--- src/inc/lsp_pkg.sv ---
// constants, field layout and types of the load/store pointer unit
package lsp_pkg;
  localparam int LSP_XLEN = 64;
  localparam int LSP_REG_W = 6;
  localparam int LSP_STREAM_W = 3;
  localparam int LSP_STEP_W = 9;
  localparam int LSP_BE_W = 8;
  // instruction word field positions
  localparam int LSP_OPC_HI = 31;
  localparam int LSP_OPC_LO = 24;
  localparam int LSP_SIZE_HI = 23;
  localparam int LSP_SIZE_LO = 22;
  localparam int LSP_ENDIAN_BIT = 21;
  localparam int LSP_HINT_HI = 20;
  localparam int LSP_HINT_LO = 18;
  localparam int LSP_IMM_SIGN = 20;
  localparam int LSP_IMM_HI = 19;
  localparam int LSP_IMM_LO = 12;
  localparam int LSP_PTR_HI = 11;
  localparam int LSP_PTR_LO = 6;
  localparam int LSP_DAT_HI = 5;
  localparam int LSP_DAT_LO = 0;
  // opcode values
  localparam logic [7:0] LSP_PLAIN_READ_OPCODE = 8'h01;
  localparam logic [7:0] LSP_PLAIN_WRITE_OPCODE = 8'h02;
  localparam logic [7:0] LSP_POSTINC_READ_OPCODE = 8'h03;
  localparam logic [5:0] LSP_NULL_REGISTER = 6'h00;
  localparam logic LSP_LITTLE_ENDIAN = 1'b0;
  // size flag encodings
  localparam logic [1:0] LSP_SZ_8 = 2'h0;
  localparam logic [1:0] LSP_SZ_16 = 2'h1;
  localparam logic [1:0] LSP_SZ_32 = 2'h2;
  localparam logic [1:0] LSP_SZ_64 = 2'h3;
  // timing in cycles
  localparam int LSP_HIT_LATENCY = 2;
  localparam int LSP_ASU_STAGES = 2;
  localparam int LSP_DATA_TRANSLATION_BUFFER_STAGES = 1;
  localparam int LSP_PTR_LATENCY = LSP_ASU_STAGES + LSP_DATA_TRANSLATION_BUFFER_STAGES;
  // reset values
  localparam logic [63:0] LSP_ZERO64 = 64'h0000_0000_0000_0000;
  localparam logic [2:0] LSP_TAG_RESET = 3'h0;

  typedef enum logic [1:0] {
    LSP_ST_IDLE = 2'b00,
    LSP_ST_EXEC = 2'b01,
    LSP_ST_MISS = 2'b11
  } lsp_state_t;

  typedef enum logic [1:0] {
    LSP_K_LOAD = 2'b00,
    LSP_K_STORE = 2'b01,
    LSP_K_POSTINC = 2'b10,
    LSP_K_NONE = 2'b11
  } lsp_kind_t;
endpackage

--- src/inc/lsp_ptr_if.sv ---
// carrier between the unit and its pointer update pipeline
`timescale 1ns/1ns
interface lsp_ptr_if;
  import lsp_pkg::*;
  logic start;
  logic [LSP_XLEN-1:0] ptr;
  logic [LSP_STEP_W-1:0] step;
  logic [LSP_REG_W-1:0] idx;
  logic [LSP_STREAM_W-1:0] stream;
  logic chk_hit;
  logic [LSP_XLEN-1:0] chk_addr;
  logic wb_valid;
  logic [LSP_REG_W-1:0] wb_idx;
  logic [LSP_XLEN-1:0] wb_data;
  logic pf_valid;
  logic [LSP_XLEN-1:0] pf_addr;
  logic [LSP_STREAM_W-1:0] pf_stream;
  logic dir_valid;
  logic dir_down;
  modport ctl (output start, ptr, step, idx, stream, chk_hit,
    input chk_addr, wb_valid, wb_idx, wb_data, pf_valid, pf_addr,
    pf_stream, dir_valid, dir_down);
  modport upd (input start, ptr, step, idx, stream, chk_hit,
    output chk_addr, wb_valid, wb_idx, wb_data, pf_valid, pf_addr,
    pf_stream, dir_valid, dir_down);
endinterface

--- src/hdl/lsp_ptr_update.sv ---
// three-stage pointer update: two adder stages, one translation stage
`timescale 1ns/1ns
module lsp_ptr_update (
  input wire logic sys_clk_in,
  input wire logic rst_in,
  lsp_ptr_if.upd pu
);
  import lsp_pkg::*;

  logic [LSP_XLEN-1:0] step_sx;
  logic a1_valid_r;
  logic [32:0] a1_lo_r;
  logic [31:0] a1_ha_r;
  logic [31:0] a1_hb_r;
  logic [LSP_REG_W-1:0] a1_idx_r;
  logic [LSP_STREAM_W-1:0] a1_str_r;
  logic a2_valid_r;
  logic [LSP_XLEN-1:0] a2_sum_r;
  logic [LSP_REG_W-1:0] a2_idx_r;
  logic [LSP_STREAM_W-1:0] a2_str_r;
  logic wb_valid_r;
  logic [LSP_REG_W-1:0] wb_idx_r;
  logic [LSP_XLEN-1:0] wb_data_r;
  logic pf_valid_r;
  logic [LSP_XLEN-1:0] pf_addr_r;
  logic [LSP_STREAM_W-1:0] pf_str_r;
  logic dir_valid_r;
  logic dir_down_r;

  // ninth bit carries the sign of the step
  assign step_sx = {{(LSP_XLEN-LSP_STEP_W){pu.step[LSP_STEP_W-1]}},
    pu.step};

  // adder stage one: low half with carry out, wraps modulo 2^64
  always_ff @(posedge sys_clk_in) begin
    if (rst_in) begin
      a1_valid_r <= 1'b0;
      a1_lo_r <= 33'h0_0000_0000;
      a1_ha_r <= 32'h0000_0000;
      a1_hb_r <= 32'h0000_0000;
      a1_idx_r <= LSP_NULL_REGISTER;
      a1_str_r <= LSP_TAG_RESET;
    end else begin
      a1_valid_r <= pu.start;
      a1_lo_r <= {1'b0, pu.ptr[31:0]} + {1'b0, step_sx[31:0]};
      a1_ha_r <= pu.ptr[63:32];
      a1_hb_r <= step_sx[63:32];
      a1_idx_r <= pu.idx;
      a1_str_r <= pu.stream;
    end
  end

  // adder stage two: high half, carry in, no saturation
  always_ff @(posedge sys_clk_in) begin
    if (rst_in) begin
      a2_valid_r <= 1'b0;
      a2_sum_r <= LSP_ZERO64;
      a2_idx_r <= LSP_NULL_REGISTER;
      a2_str_r <= LSP_TAG_RESET;
    end else begin
      a2_valid_r <= a1_valid_r;
      a2_sum_r <= {a1_ha_r + a1_hb_r + {31'h0000_0000, a1_lo_r[32]},
        a1_lo_r[31:0]};
      a2_idx_r <= a1_idx_r;
      a2_str_r <= a1_str_r;
    end
  end

  // translation stage: early check, then write back and prefetch
  always_ff @(posedge sys_clk_in) begin
    if (rst_in) begin
      wb_valid_r <= 1'b0;
      wb_idx_r <= LSP_NULL_REGISTER;
      wb_data_r <= LSP_ZERO64;
      pf_valid_r <= 1'b0;
      pf_addr_r <= LSP_ZERO64;
      pf_str_r <= LSP_TAG_RESET;
    end else begin
      wb_valid_r <= a2_valid_r;
      wb_idx_r <= a2_idx_r;
      wb_data_r <= a2_sum_r;
      pf_valid_r <= a2_valid_r & pu.chk_hit;
      pf_addr_r <= a2_sum_r;
      pf_str_r <= a2_str_r;
    end
  end

  // direction hint from the step sign, one cycle after start
  always_ff @(posedge sys_clk_in) begin
    if (rst_in) begin
      dir_valid_r <= 1'b0;
      dir_down_r <= 1'b0;
    end else begin
      dir_valid_r <= pu.start;
      dir_down_r <= pu.step[LSP_STEP_W-1];
    end
  end

  assign pu.chk_addr = a2_sum_r;
  assign pu.wb_valid = wb_valid_r;
  assign pu.wb_idx = wb_idx_r;
  assign pu.wb_data = wb_data_r;
  assign pu.pf_valid = pf_valid_r;
  assign pu.pf_addr = pf_addr_r;
  assign pu.pf_stream = pf_str_r;
  assign pu.dir_valid = dir_valid_r;
  assign pu.dir_down = dir_down_r;
endmodule

--- src/hdl/lsp_unit.sv ---
// load, store and post-increment load execution unit
// Contract
// - load reads item at pointer, reorders bytes, writes sized item
// - store reorders data bytes and writes sized item at pointer
// - bit 21 selects byte order: zero little, one big endian
// - pointer low bits significant for the size raise alignment fault
// - pointer not mapped in translation buffer raises page fault
// - alignment fault is reported ahead of page fault
// - load into null register suppresses faults and becomes prefetch
// - prefetch prepares memory hierarchy and hidden fault state
// - store free while buffer line free, else hold at decode
// - load hitting the memory buffer completes in two cycles
// - one memory operation issued per clock at peak
// - opcode 31..24, flags 23..18, pointer 11..6, data 5..0
// - post-increment load also writes pointer plus immediate
// - immediate in 19..12, bit 20 its sign bit
// - pointer addition wraps modulo address space, no saturation
// - updated pointer checked early; prefetch once translated
// - immediate sign predicts pointer direction for memory buffer
// - hidden per-register tag links pointer to stream number
// - pointer update takes three cycles: two add, one translate
`timescale 1ns/1ns
module lsp_unit (
  input wire logic sys_clk_in,
  input wire logic rst_in,
  input wire logic ins_valid_in,
  input wire logic [31:0] ins_word_in,
  input wire logic [lsp_pkg::LSP_XLEN-1:0] ins_ptr_in,
  input wire logic [lsp_pkg::LSP_XLEN-1:0] ins_data_in,
  output logic ins_ready_out,
  output logic [lsp_pkg::LSP_XLEN-1:0] tlb_addr_out,
  input wire logic tlb_hit_in,
  output logic [lsp_pkg::LSP_XLEN-1:0] chk_addr_out,
  input wire logic chk_hit_in,
  output logic mem_rd_req_out,
  output logic [lsp_pkg::LSP_XLEN-1:0] mem_rd_addr_out,
  input wire logic mem_rd_done_in,
  input wire logic [lsp_pkg::LSP_XLEN-1:0] mem_rd_data_in,
  output logic mem_wr_valid_out,
  input wire logic mem_wr_ready_in,
  output logic [lsp_pkg::LSP_XLEN-1:0] mem_wr_addr_out,
  output logic [lsp_pkg::LSP_XLEN-1:0] mem_wr_data_out,
  output logic [lsp_pkg::LSP_BE_W-1:0] mem_wr_be_out,
  output logic mem_pf_valid_out,
  output logic [lsp_pkg::LSP_XLEN-1:0] mem_pf_addr_out,
  output logic [lsp_pkg::LSP_STREAM_W-1:0] mem_pf_stream_out,
  output logic mem_dir_valid_out,
  output logic mem_dir_down_out,
  output logic tlb_fill_hint_out,
  output logic wb_dst_valid_out,
  output logic [lsp_pkg::LSP_REG_W-1:0] wb_dst_idx_out,
  output logic [lsp_pkg::LSP_XLEN-1:0] wb_dst_data_out,
  output logic wb_ptr_valid_out,
  output logic [lsp_pkg::LSP_REG_W-1:0] wb_ptr_idx_out,
  output logic [lsp_pkg::LSP_XLEN-1:0] wb_ptr_data_out,
  output logic fault_align_out,
  output logic fault_page_out,
  output logic [lsp_pkg::LSP_XLEN-1:0] fault_addr_out
);
  import lsp_pkg::*;

  // byte reorder within an item of the given size, item in low bytes
  function automatic logic [LSP_XLEN-1:0] lsp_reorder(
    input logic [LSP_XLEN-1:0] d, input logic [1:0] sz, input logic big);
    logic [LSP_XLEN-1:0] r;
    int n;
    r = LSP_ZERO64;
    n = 1 << sz;
    for (int i = 0; i < LSP_BE_W; i++) begin
      if (i < n) begin
        r[8*i +: 8] = big ? d[8*(n-1-i) +: 8] : d[8*i +: 8];
      end
    end
    return r;
  endfunction

  lsp_ptr_if pu();

  lsp_state_t state_r;
  lsp_state_t state_nxt;
  lsp_kind_t dec_kind;
  lsp_kind_t s1_kind_r;
  logic [7:0] dec_opc;
  logic [1:0] dec_size;
  logic dec_big;
  logic [LSP_REG_W-1:0] dec_ptr_idx;
  logic [LSP_REG_W-1:0] dec_dat_idx;
  logic ins_fire;
  logic [1:0] s1_size_r;
  logic s1_big_r;
  logic s1_pref_r;
  logic [LSP_XLEN-1:0] s1_ptr_r;
  logic [LSP_XLEN-1:0] s1_data_r;
  logic [LSP_REG_W-1:0] s1_ptr_idx_r;
  logic [LSP_REG_W-1:0] s1_dat_idx_r;
  logic [LSP_STEP_W-1:0] s1_step_r;
  logic [LSP_STREAM_W-1:0] s1_hint_r;
  logic [LSP_STREAM_W-1:0] tag_r [2**LSP_REG_W];
  logic [2:0] align_mask;
  logic in_exec;
  logic is_read;
  logic align_f;
  logic page_f;
  logic fault_any;
  logic load_go;
  logic load_take;
  logic exec_done;
  logic [LSP_XLEN-1:0] rd_item;
  logic wb_dst_valid_r;
  logic [LSP_REG_W-1:0] wb_dst_idx_r;
  logic [LSP_XLEN-1:0] wb_dst_data_r;
  logic fault_align_r;
  logic fault_page_r;
  logic [LSP_XLEN-1:0] fault_addr_r;
  logic pf_valid_r;
  logic [LSP_XLEN-1:0] pf_addr_r;
  logic [LSP_STREAM_W-1:0] pf_str_r;
  logic fill_hint_r;
  logic [LSP_XLEN-1:0] pf_miss_addr_r;

  // field decode of the incoming word
  assign dec_opc = ins_word_in[LSP_OPC_HI:LSP_OPC_LO];
  assign dec_size = ins_word_in[LSP_SIZE_HI:LSP_SIZE_LO];
  assign dec_big = ins_word_in[LSP_ENDIAN_BIT];
  assign dec_ptr_idx = ins_word_in[LSP_PTR_HI:LSP_PTR_LO];
  assign dec_dat_idx = ins_word_in[LSP_DAT_HI:LSP_DAT_LO];

  // opcode to operation kind
  always_comb begin
    unique case (dec_opc)
      LSP_PLAIN_READ_OPCODE: dec_kind = LSP_K_LOAD;
      LSP_PLAIN_WRITE_OPCODE: dec_kind = LSP_K_STORE;
      LSP_POSTINC_READ_OPCODE: dec_kind = LSP_K_POSTINC;
      default: dec_kind = LSP_K_NONE;
    endcase
  end

  assign ins_fire = ins_valid_in & ins_ready_out & (dec_kind != LSP_K_NONE);

  // decode stage register, one word per clock
  always_ff @(posedge sys_clk_in) begin
    if (rst_in) begin
      s1_kind_r <= LSP_K_NONE;
      s1_size_r <= LSP_SZ_8;
      s1_big_r <= LSP_LITTLE_ENDIAN;
      s1_pref_r <= 1'b0;
      s1_ptr_r <= LSP_ZERO64;
      s1_data_r <= LSP_ZERO64;
      s1_ptr_idx_r <= LSP_NULL_REGISTER;
      s1_dat_idx_r <= LSP_NULL_REGISTER;
      s1_step_r <= 9'h000;
      s1_hint_r <= LSP_TAG_RESET;
    end else if (ins_fire) begin
      s1_kind_r <= dec_kind;
      s1_size_r <= dec_size;
      s1_big_r <= dec_big;
      s1_pref_r <= (dec_kind != LSP_K_STORE) &&
        (dec_dat_idx == LSP_NULL_REGISTER);
      s1_ptr_r <= ins_ptr_in;
      s1_data_r <= lsp_reorder(ins_data_in, dec_size, dec_big);
      s1_ptr_idx_r <= dec_ptr_idx;
      s1_dat_idx_r <= dec_dat_idx;
      s1_step_r <= {ins_word_in[LSP_IMM_SIGN],
        ins_word_in[LSP_IMM_HI:LSP_IMM_LO]};
      s1_hint_r <= ins_word_in[LSP_HINT_HI:LSP_HINT_LO];
    end
  end

  // hidden stream tag per register, set by plain accesses
  for (genvar g = 0; g < 2**LSP_REG_W; g++) begin : g_tag
    always_ff @(posedge sys_clk_in) begin
      if (rst_in) begin
        tag_r[g] <= LSP_TAG_RESET;
      end else if (ins_fire && dec_kind != LSP_K_POSTINC &&
          dec_ptr_idx == LSP_REG_W'(g)) begin
        tag_r[g] <= ins_word_in[LSP_HINT_HI:LSP_HINT_LO];
      end
    end
  end

  // low pointer bits that must be clear for each size
  always_comb begin
    unique case (s1_size_r)
      LSP_SZ_8: align_mask = 3'h0;
      LSP_SZ_16: align_mask = 3'h1;
      LSP_SZ_32: align_mask = 3'h3;
      LSP_SZ_64: align_mask = 3'h7;
    endcase
  end

  // fault detection with priority and prefetch suppression
  assign in_exec = (state_r == LSP_ST_EXEC);
  assign is_read = (s1_kind_r != LSP_K_STORE);
  assign align_f = in_exec && !s1_pref_r &&
    ((s1_ptr_r[2:0] & align_mask) != 3'h0);
  assign page_f = in_exec && !s1_pref_r && !align_f &&
    !tlb_hit_in;
  assign fault_any = align_f | page_f;
  assign load_go = in_exec && is_read && !s1_pref_r && !fault_any;
  assign load_take = (load_go || state_r == LSP_ST_MISS) && mem_rd_done_in;
  assign rd_item = lsp_reorder(mem_rd_data_in, s1_size_r, s1_big_r);

  // an operation leaves the execute slot this cycle
  always_comb begin
    exec_done = 1'b0;
    if (in_exec) begin
      if (fault_any || s1_pref_r) begin
        exec_done = 1'b1;
      end else if (s1_kind_r == LSP_K_STORE) begin
        exec_done = mem_wr_ready_in;
      end else begin
        exec_done = mem_rd_done_in;
      end
    end else if (state_r == LSP_ST_MISS) begin
      exec_done = mem_rd_done_in;
    end
  end

  // sequencing of the execute slot
  always_comb begin
    state_nxt = state_r;
    unique case (state_r)
      LSP_ST_IDLE: state_nxt = ins_fire ? LSP_ST_EXEC : LSP_ST_IDLE;
      LSP_ST_EXEC, LSP_ST_MISS: begin
        if (exec_done) begin
          state_nxt = ins_fire ? LSP_ST_EXEC : LSP_ST_IDLE;
        end else if (in_exec && is_read) begin
          state_nxt = LSP_ST_MISS;
        end
      end
      default: state_nxt = LSP_ST_IDLE;
    endcase
  end

  always_ff @(posedge sys_clk_in) begin
    if (rst_in) begin
      state_r <= LSP_ST_IDLE;
    end else begin
      state_r <= state_nxt;
    end
  end

  // decode holds while a store waits or a load misses
  assign ins_ready_out = (state_r == LSP_ST_IDLE) | exec_done;

  // memory requests, never issued for a faulting access
  assign tlb_addr_out = s1_ptr_r;
  assign mem_rd_req_out = load_go || (state_r == LSP_ST_MISS);
  assign mem_rd_addr_out = s1_ptr_r;
  assign mem_wr_valid_out = in_exec && (s1_kind_r == LSP_K_STORE) &&
    !fault_any;
  assign mem_wr_addr_out = s1_ptr_r;
  assign mem_wr_data_out = s1_data_r;
  assign mem_wr_be_out = (s1_size_r == LSP_SZ_8) ? 8'h01 :
    (s1_size_r == LSP_SZ_16) ? 8'h03 :
    (s1_size_r == LSP_SZ_32) ? 8'h0F : 8'hFF;

  // destination write back of the reordered item
  always_ff @(posedge sys_clk_in) begin
    if (rst_in) begin
      wb_dst_valid_r <= 1'b0;
      wb_dst_idx_r <= LSP_NULL_REGISTER;
      wb_dst_data_r <= LSP_ZERO64;
    end else begin
      wb_dst_valid_r <= load_take;
      wb_dst_idx_r <= s1_dat_idx_r;
      wb_dst_data_r <= rd_item;
    end
  end

  // fault report pulses, address of the faulting pointer
  always_ff @(posedge sys_clk_in) begin
    if (rst_in) begin
      fault_align_r <= 1'b0;
      fault_page_r <= 1'b0;
      fault_addr_r <= LSP_ZERO64;
    end else begin
      fault_align_r <= align_f;
      fault_page_r <= page_f;
      if (fault_any) begin
        fault_addr_r <= s1_ptr_r;
      end
    end
  end

  // prefetch requests and hidden fault preparation
  always_ff @(posedge sys_clk_in) begin
    if (rst_in) begin
      pf_valid_r <= 1'b0;
      pf_addr_r <= LSP_ZERO64;
      pf_str_r <= LSP_TAG_RESET;
      fill_hint_r <= 1'b0;
      pf_miss_addr_r <= LSP_ZERO64;
    end else begin
      fill_hint_r <= in_exec && s1_pref_r && !tlb_hit_in;
      if (in_exec && s1_pref_r) begin
        pf_valid_r <= 1'b1;
        pf_addr_r <= s1_ptr_r;
        pf_str_r <= (s1_kind_r == LSP_K_POSTINC) ?
          tag_r[s1_ptr_idx_r] : s1_hint_r;
        if (!tlb_hit_in) begin
          pf_miss_addr_r <= s1_ptr_r;
        end
      end else begin
        pf_valid_r <= pu.pf_valid;
        pf_addr_r <= pu.pf_addr;
        pf_str_r <= pu.pf_stream;
      end
    end
  end

  // pointer update starts only for a fault-free post-increment
  assign pu.start = in_exec && (s1_kind_r == LSP_K_POSTINC) &&
    !fault_any;
  assign pu.ptr = s1_ptr_r;
  assign pu.step = s1_step_r;
  assign pu.idx = s1_ptr_idx_r;
  assign pu.stream = tag_r[s1_ptr_idx_r];
  assign pu.chk_hit = chk_hit_in;

  lsp_ptr_update u_ptr (
    .sys_clk_in(sys_clk_in),
    .rst_in(rst_in),
    .pu(pu)
  );

  assign chk_addr_out = pu.chk_addr;
  assign wb_ptr_valid_out = pu.wb_valid;
  assign wb_ptr_idx_out = pu.wb_idx;
  assign wb_ptr_data_out = pu.wb_data;
  assign mem_dir_valid_out = pu.dir_valid;
  assign mem_dir_down_out = pu.dir_down;
  assign mem_pf_valid_out = pf_valid_r;
  assign mem_pf_addr_out = pf_addr_r;
  assign mem_pf_stream_out = pf_str_r;
  assign tlb_fill_hint_out = fill_hint_r;
  assign wb_dst_valid_out = wb_dst_valid_r;
  assign wb_dst_idx_out = wb_dst_idx_r;
  assign wb_dst_data_out = wb_dst_data_r;
  assign fault_align_out = fault_align_r;
  assign fault_page_out = fault_page_r;
  assign fault_addr_out = fault_addr_r;
endmodule

--- config.mk ---
export PLATFORM = sky130hd
export DESIGN_NAME = lsp_unit
export DESIGN_NICKNAME = d
export VERILOG_FILES = /design/src/inc/lsp_pkg.sv /design/src/inc/lsp_ptr_if.sv /design/src/hdl/lsp_ptr_update.sv /design/src/hdl/lsp_unit.sv
export SDC_FILE = /design/constraint.sdc
export NUM_CORES = 2
export LEC_CHECK = 0
export ABC_CLOCK_PERIOD_IN_PS = 5800
export BUFFER_PORTS_ARGS = -buffer_cell sky130_fd_sc_hd__buf_2
export CORE_AREA = 3 3 327 329
export DETAILED_ROUTE_END_ITERATION = 7
export DIE_AREA = 0 0 330 332
export PLACE_DENSITY_LB_ADDON = 0.3
export REMOVE_ABC_BUFFERS = 1
export SLEW_MARGIN = 10
export SYNTH_ARGS = -nofsm -noshare
export SYNTH_HDL_FRONTEND = slang
export SYNTH_SLANG_ARGS = --single-unit
--- constraint.sdc ---
create_clock -name sys_clk_in -period 5.8 [get_ports sys_clk_in]
set_clock_uncertainty 0.2 [all_clocks]
set_input_delay 0.58 -clock sys_clk_in [delete_from_list [all_inputs] [get_ports sys_clk_in]]
set_output_delay 0.58 -clock sys_clk_in [all_outputs]
set_load 0.01 [all_outputs]
; ---- Word-level counts from Yosys, hierarchy flattened
; Memory sizes are Yosys's and may differ from the RTL's. A register that Yosys moved wholly into a read port is not among the register bits.
; Cells that the tools add are included.
; W data, S select, Z words.
[totals]
ram_bits = 192
input_bits = 231
word_cells = 655
memories = 1
out_inout_bits = 610
ff_bits = 592
[memory_table]
columns = name, words, width, read_ports, rd_clocked_by_memory_dff, write_ports, line
row1 = tag_r, 64, 3, 1, 1, 64, lsp_unit.sv:98  ; logic [LSP_STREAM_W-1:0] tag_r [2**LSP_REG_W];
[classes]
n_addsub = 19
n_lt_le_gt_ge = 16
eq_ne = 78
shifts = 18
reduce_logical = 100
n_mux = 301
n_bitwise = 78
[op_table]
columns = op, count
row1 = $shiftx A64 B32 Y8, 16
row2 = $lt A4 B32 Y1 const A, 8
row3 = $sub A29 B4 Y29 const B, 8
row4 = $mux W8, 27
row5 = $mux W1, 200
row6 = $mux W3, 66
row7 = $eq A6 B6 Y1 const B, 32
row8 = $lt A3 B32 Y1 const A, 4
row9 = $sub A29 B2 Y29 const B, 4
row10 = $sub A29 B3 Y29 const B, 4
row11 = $eq A6 B5 Y1 const B, 16
row12 = $logic_and A1 B1 Y1, 80
row13 = $or A1 B1 Y1, 66
row14 = $lt A1 B32 Y1 const A, 2
row15 = $lt A2 B32 Y1 const A, 2
row16 = $mux W64, 1
row17 = $shl A1 B2 Y32 const A, 2
row18 = $eq A6 B4 Y1 const B, 8
row19 = $add A32 B32 Y33, 1
row20 = $add A32 B1 Y32, 1
row21 = $add A32 B32 Y32, 1
row22 = $eq A6 B3 Y1 const B, 4
row23 = $reduce_or A2 Y1, 9
row24 = $eq A8 B2 Y1 const B, 2
row25 = 21 further kinds, 46

; ---- Depth between registers and ports, before layout
[depth]
depth_word = 21
ltp_mapped = 15
ltp_nobuf = 12

; ---- Modules after synthesis
; A second synthesis with hierarchy kept.
[hier_totals]
hier_cells = 3963
area_unflattened_um2 = 38358.0
[modules_own_cells]
columns = mod, cells_each, area_per_inst_um2, instances
row1 = lsp_unit, 2890, 28279.6, 1
row2 = lsp_ptr_update, 1073, 10078.4, 1

; ---- Least setup slack after synthesis
; Ideal clock, no wire load.
[synth_path]
path_kind = input to register
startpoint = in ins_word_in[23]
endpoint = reg s1_data_r[36], in the netlist mem_wr_data_out[36]
path_slack_ns = 1.597
stages = 14
path_buffers = 6
arrival_ns = 3.871
required_time_ns = 5.468
path_cell_list = inv_1 ha_1 buf_2 buf_1 clkbuf_1 inv_1 ha_1 clkbuf_1 buf_2 buf_1 mux4_2 mux2_2 nand3_1 a21oi_1
[synth_via]
elab_chain_len = 6
[synth_rtl]
columns = item, line
row1 = from (decl), lsp_unit.sv:27  ; input wire logic [31:0] ins_word_in,
row2 = $shl A1 B2 Y32 (*), lsp_unit.sv:68  ; n = 1 << sz;
row3 = $sub A29 B2 Y29, lsp_unit.sv:71  ; r[8*i +: 8] = big ? d[8*(n-1-i) +: 8] : d[8*i +: 8];
row4 = $sub A29 B4 Y29, lsp_unit.sv:71
row5 = $shiftx A64 B32 Y8, lsp_unit.sv:71
row6 = $mux W8, lsp_unit.sv:71
row7 = $mux W8 (*), lsp_unit.sv:70  ; if (i < n) begin
row8 = to (signal assigned), lsp_unit.sv:160  ; s1_data_r <= lsp_reorder(ins_data_in, dec_size, dec_big);
row9 = to (decl), lsp_unit.sv:93  ; logic [LSP_XLEN-1:0] s1_data_r;
; Every way passes the cells marked *; elsewhere a longest branch is shown, timed or not.
; A chain may end at the register's enable or synchronous reset.

==> impl_metrics.env <==
export IMPL_synth_top_area_share_pct=32.1
export IMPL_clkSlewWorstSetupHoldPaths_ns=0.06
export IMPL_syn_inst=3735
export IMPL_ios=841
export IMPL_hold_class="in2reg"
export IMPL_whs_path_depth=3
export IMPL_drive_gt1_share_pct=28.2
export IMPL_worstPathBufferInverterCount=4
export IMPL_insertion_delay_ns=0.66
export IMPL_grt_usage_pct=23.8
export IMPL_vias=31100
export IMPL_start_kind="flop"
export IMPL_rows=118
export IMPL_ys_top_cells_by_area="dfxtp_1, edfxtp_1, mux4_2, nand2_1, a21oi_1"
export IMPL_cts_root_buffer="clkbuf_16"
export IMPL_die_w_um=330
export IMPL_avgSynthCellArea_um2=9.92
export IMPL_hold_viol=0
export IMPL_r2r_cells=13
export IMPL_grt_max_degree=238
export IMPL_vias_per_cell=5.31
export IMPL_drt_wl_total_mm=136
export IMPL_die_area_um2=110000
export IMPL_cp_end_kind="flop"
export IMPL_ys_async_sr_fraction_pct=0
export IMPL_final_min_clock_period_ns=4.76
export IMPL_ir_worst_vdd_uv=202
export IMPL_cts_tree="built"
export IMPL_timing_rr_start="s1_size_r[0]$_SDFFE_PP0P_"
export IMPL_synth_edf_count=192
export IMPL_syn2layout_area_growth_pct=21.9
export IMPL_grt_overflow_total=0
export IMPL_synth_most_common_cell="nand2_1"
export IMPL_ctsLongestPathBuffers=3
export IMPL_synth_cell_types=68
export IMPL_arrival_ns=4.88
export IMPL_crit_fanout=17
export IMPL_critPathMaxStageDelay_ns=0.68
export IMPL_instances_no_fill=5859
export IMPL_cts_sinks=786
export IMPL_dp_cells=5601
export IMPL_postPlaceCellArea_um2=41400
export IMPL_leakage_nw=18.4
export IMPL_required_ns=5.92
export IMPL_core_um2=104000
export IMPL_drtPass1Iterations=6
export IMPL_max_cap_violations=0
export IMPL_antenna_left=0
export IMPL_postSynthRegisterBits=786
export IMPL_synth_ff_type="dfxtp_1"
export IMPL_routedWlPerCell_um=23.2
export IMPL_gp_congestion=0.973
export IMPL_hold_start="ins_word_in[7]"
export IMPL_nFillCells=10000
export IMPL_seq_area_frac_synth_pct=47.7
export IMPL_design_area_um2=45200
export IMPL_numCtsBuffers=86
export IMPL_synthTopCellsByCount="nand2_1, dfxtp_1, a21oi_1"
export IMPL_critPathTopFamily="simple AND/OR/NAND/NOR gates"
export IMPL_cpMaxStageDelayCell="ha_1"
export IMPL_crit_chain="inv_1 -> ha_1 -> clkinv_1 -> ha_1 -> inv_1 -> a222oi_1 -> buf_4 -> a41o_1 -> a21oi_4 -> nand2_1 -> nor3b_2 -> nand2_1 -> o21bai_1"
export IMPL_crit_type="reg2reg"
export IMPL_power_density_nw_per_um2=268
export IMPL_relSlewSlack_pct=18.1
export IMPL_grt_pass1_wl_mm=197
export IMPL_setup_tns_ns=0
export IMPL_setup_viol=0
export IMPL_drc=0
export IMPL_portBuffers=839
export IMPL_syn_area_um2=37000
export IMPL_nNetsFinal=4715
export IMPL_rsz0062_at_grt="no"
export IMPL_synth_area_leader_cell="dfxtp_1"
export IMPL_hpwlAfterDp_mm=97.7
export IMPL_tightest_slew_ns=1.23
export IMPL_yosysWarnings=0
export IMPL_drt_iter0_drc=3049
export IMPL_multi_input_area_um2=17200
export IMPL_status="finished, final reports clean"
export IMPL_fin_crit_sh_pct=82.1
export IMPL_register_area_um2=17700
export IMPL_start_util_pct=35.7
export IMPL_fmax_mhz=210
export IMPL_die_y_um=332
export IMPL_htree_levels=3
export IMPL_post_cts_resized=0
export IMPL_first_global_vias=29500
export IMPL_slew_viol_final=0
export IMPL_crit_reg2reg_capture="tag_r[2][1]$_SDFFCE_PN0P_"
export IMPL_antenna_found_initial=18
export IMPL_r2r_slack_ns=1.04
## cell usage in the layout (no fill, tap or decap), drive strengths merged, types with 68 or more instances in the layout
master       synthesis  final
a21oi              401    401
buf                195    884
clkbuf             203    120
dfxtp              594    594
dlygate4sd3          0     89
edfxtp             192    192
ha                  83     83
inv                 68     73
mux2i               75     75
mux4               207    207
nand2              639    639
nor2               373    373
nor2b              187    187
o21bai              68     68
## worst max path at each step
stage	from	to	slack, ns	cells after the start
4_1_cts	s1_size_r[0]$_SDFFE_PP0P_	tag_r[2][1]$_SDFFCE_PN0P_	1.10	13
2_1_floorplan	s1_size_r[0]$_SDFFE_PP0P_	s1_kind_r[0]$_SDFFE_PP1P_	-2.04	9
3_5_place_dp	s1_size_r[0]$_SDFFE_PP0P_	tag_r[2][1]$_SDFFCE_PN0P_	1.14	13
3_3_place_gp	s1_size_r[0]$_SDFFE_PP0P_	tag_r[2][1]$_SDFFCE_PN0P_	1.29	13
6_report	s1_size_r[0]$_SDFFE_PP0P_	tag_r[2][1]$_SDFFCE_PN0P_	1.04	13
5_1_grt	s1_size_r[0]$_SDFFE_PP0P_	tag_r[17][0]$_SDFFCE_PN0P_	0.84	13
## repair_timing
item                                    4_1_cts  5_1_grt
hold buffers                                 89        0
endpoints found under the setup margin        0        0
hold endpoints to repair                     90        0
setup buffers                                 0        0
## state kept, by name (all words and copies together), names as in the netlist, 33 cells and up, named ones only
name               count
tag_r                192
u_ptr.pu.pf_addr      64
fault_addr_out        64
mem_pf_addr_out       64
mem_wr_data_out       64
mem_rd_addr_out       64
u_ptr.a1_lo_r         33
u_ptr.pu.chk_addr     64
wb_dst_data_out       64
## layer usage
layer	up-vias	global-route usage [%]	routed length [um]	share of wire, %
met5	-	0	38	0.028
met4	6	11.1	7060	5.2
met3	300	5.68	12000	8.8
met2	1510	37.5	61800	46
met1	15100	30.7	55000	40
li1	14300	-	-	-
## power breakdown
group / switching, mW / internal (mW) / leakage [nW] / total, mW
clock network: 2.35 / 3.20 / 1.40 / 5.55
registers: 0.0347 / 5.68 / 6.61 / 5.72
logic: 0.457 / 0.373 / 10.4 / 0.831
total: 2.84 / 9.26 / 18.4 / 12.1
## cells by family (layout without fill, tap and decap cells)
| logic type | count (synthesis) | in the layout | share of synthesized area [%] |
|---|---|---|---|
| AO/OA/AOI/OAI | 687 | 687 | 11.0 |
| XOR/XNOR | 42 | 42 | 0.993 |
| adder cells (fa/ha/maj) | 86 | 86 | 2.97 |
| buffers and inverters | 469 | 1200 | 6.22 |
| flip-flops | 786 | 786 | 47.7 |
| multiplexers | 297 | 297 | 15.1 |
| other | 1 | 14 | 0.0101 |
| AND/OR/NAND/NOR | 1367 | 1367 | 16.1 |
## per-stage QoR
step | setup WS, ns | utilization (%) | hold WS, ns | power, mW
after floorplan | -2.04 | - | 0.214 | 6.23
after global placement | 1.29 | 39.9 | 0.217 | 6.59
after detailed placement | 1.14 | 39.9 | 0.221 | 6.60
after CTS | 1.10 | 43.5 | 0.000636 | 12.2
after global routing | 0.838 | 43.5 | 0.0334 | 12.5
final | 1.04 | 43.5 | 0.0478 | 12.1
## worst register-to-register path, stage by stage (launching register included)
cell and delay (ns):
dfxtp_1 0.36, inv_1 0.18, ha_1 0.68, clkinv_1 0.21, ha_1 0.25, inv_1 0.11
a222oi_1 0.10, buf_4 0.21, a41o_1 0.29, a21oi_4 0.25, nand2_1 0.17, nor3b_2 0.49
nand2_1 0.49, o21bai_1 0.43
## layout make-up
class	instances	share of cell area, %
Antenna cell	13	0.0720
Tap cell	1380	3.82
Clock buffer	120	5.44
Timing Repair Buffer	973	12.1
Clock inverter	36	0.870
Sequential cell	786	39.1
Inverter	71	0.590
Multi-Input combinational cell	2480	38.0
Power figures use the tool's default switching activity.
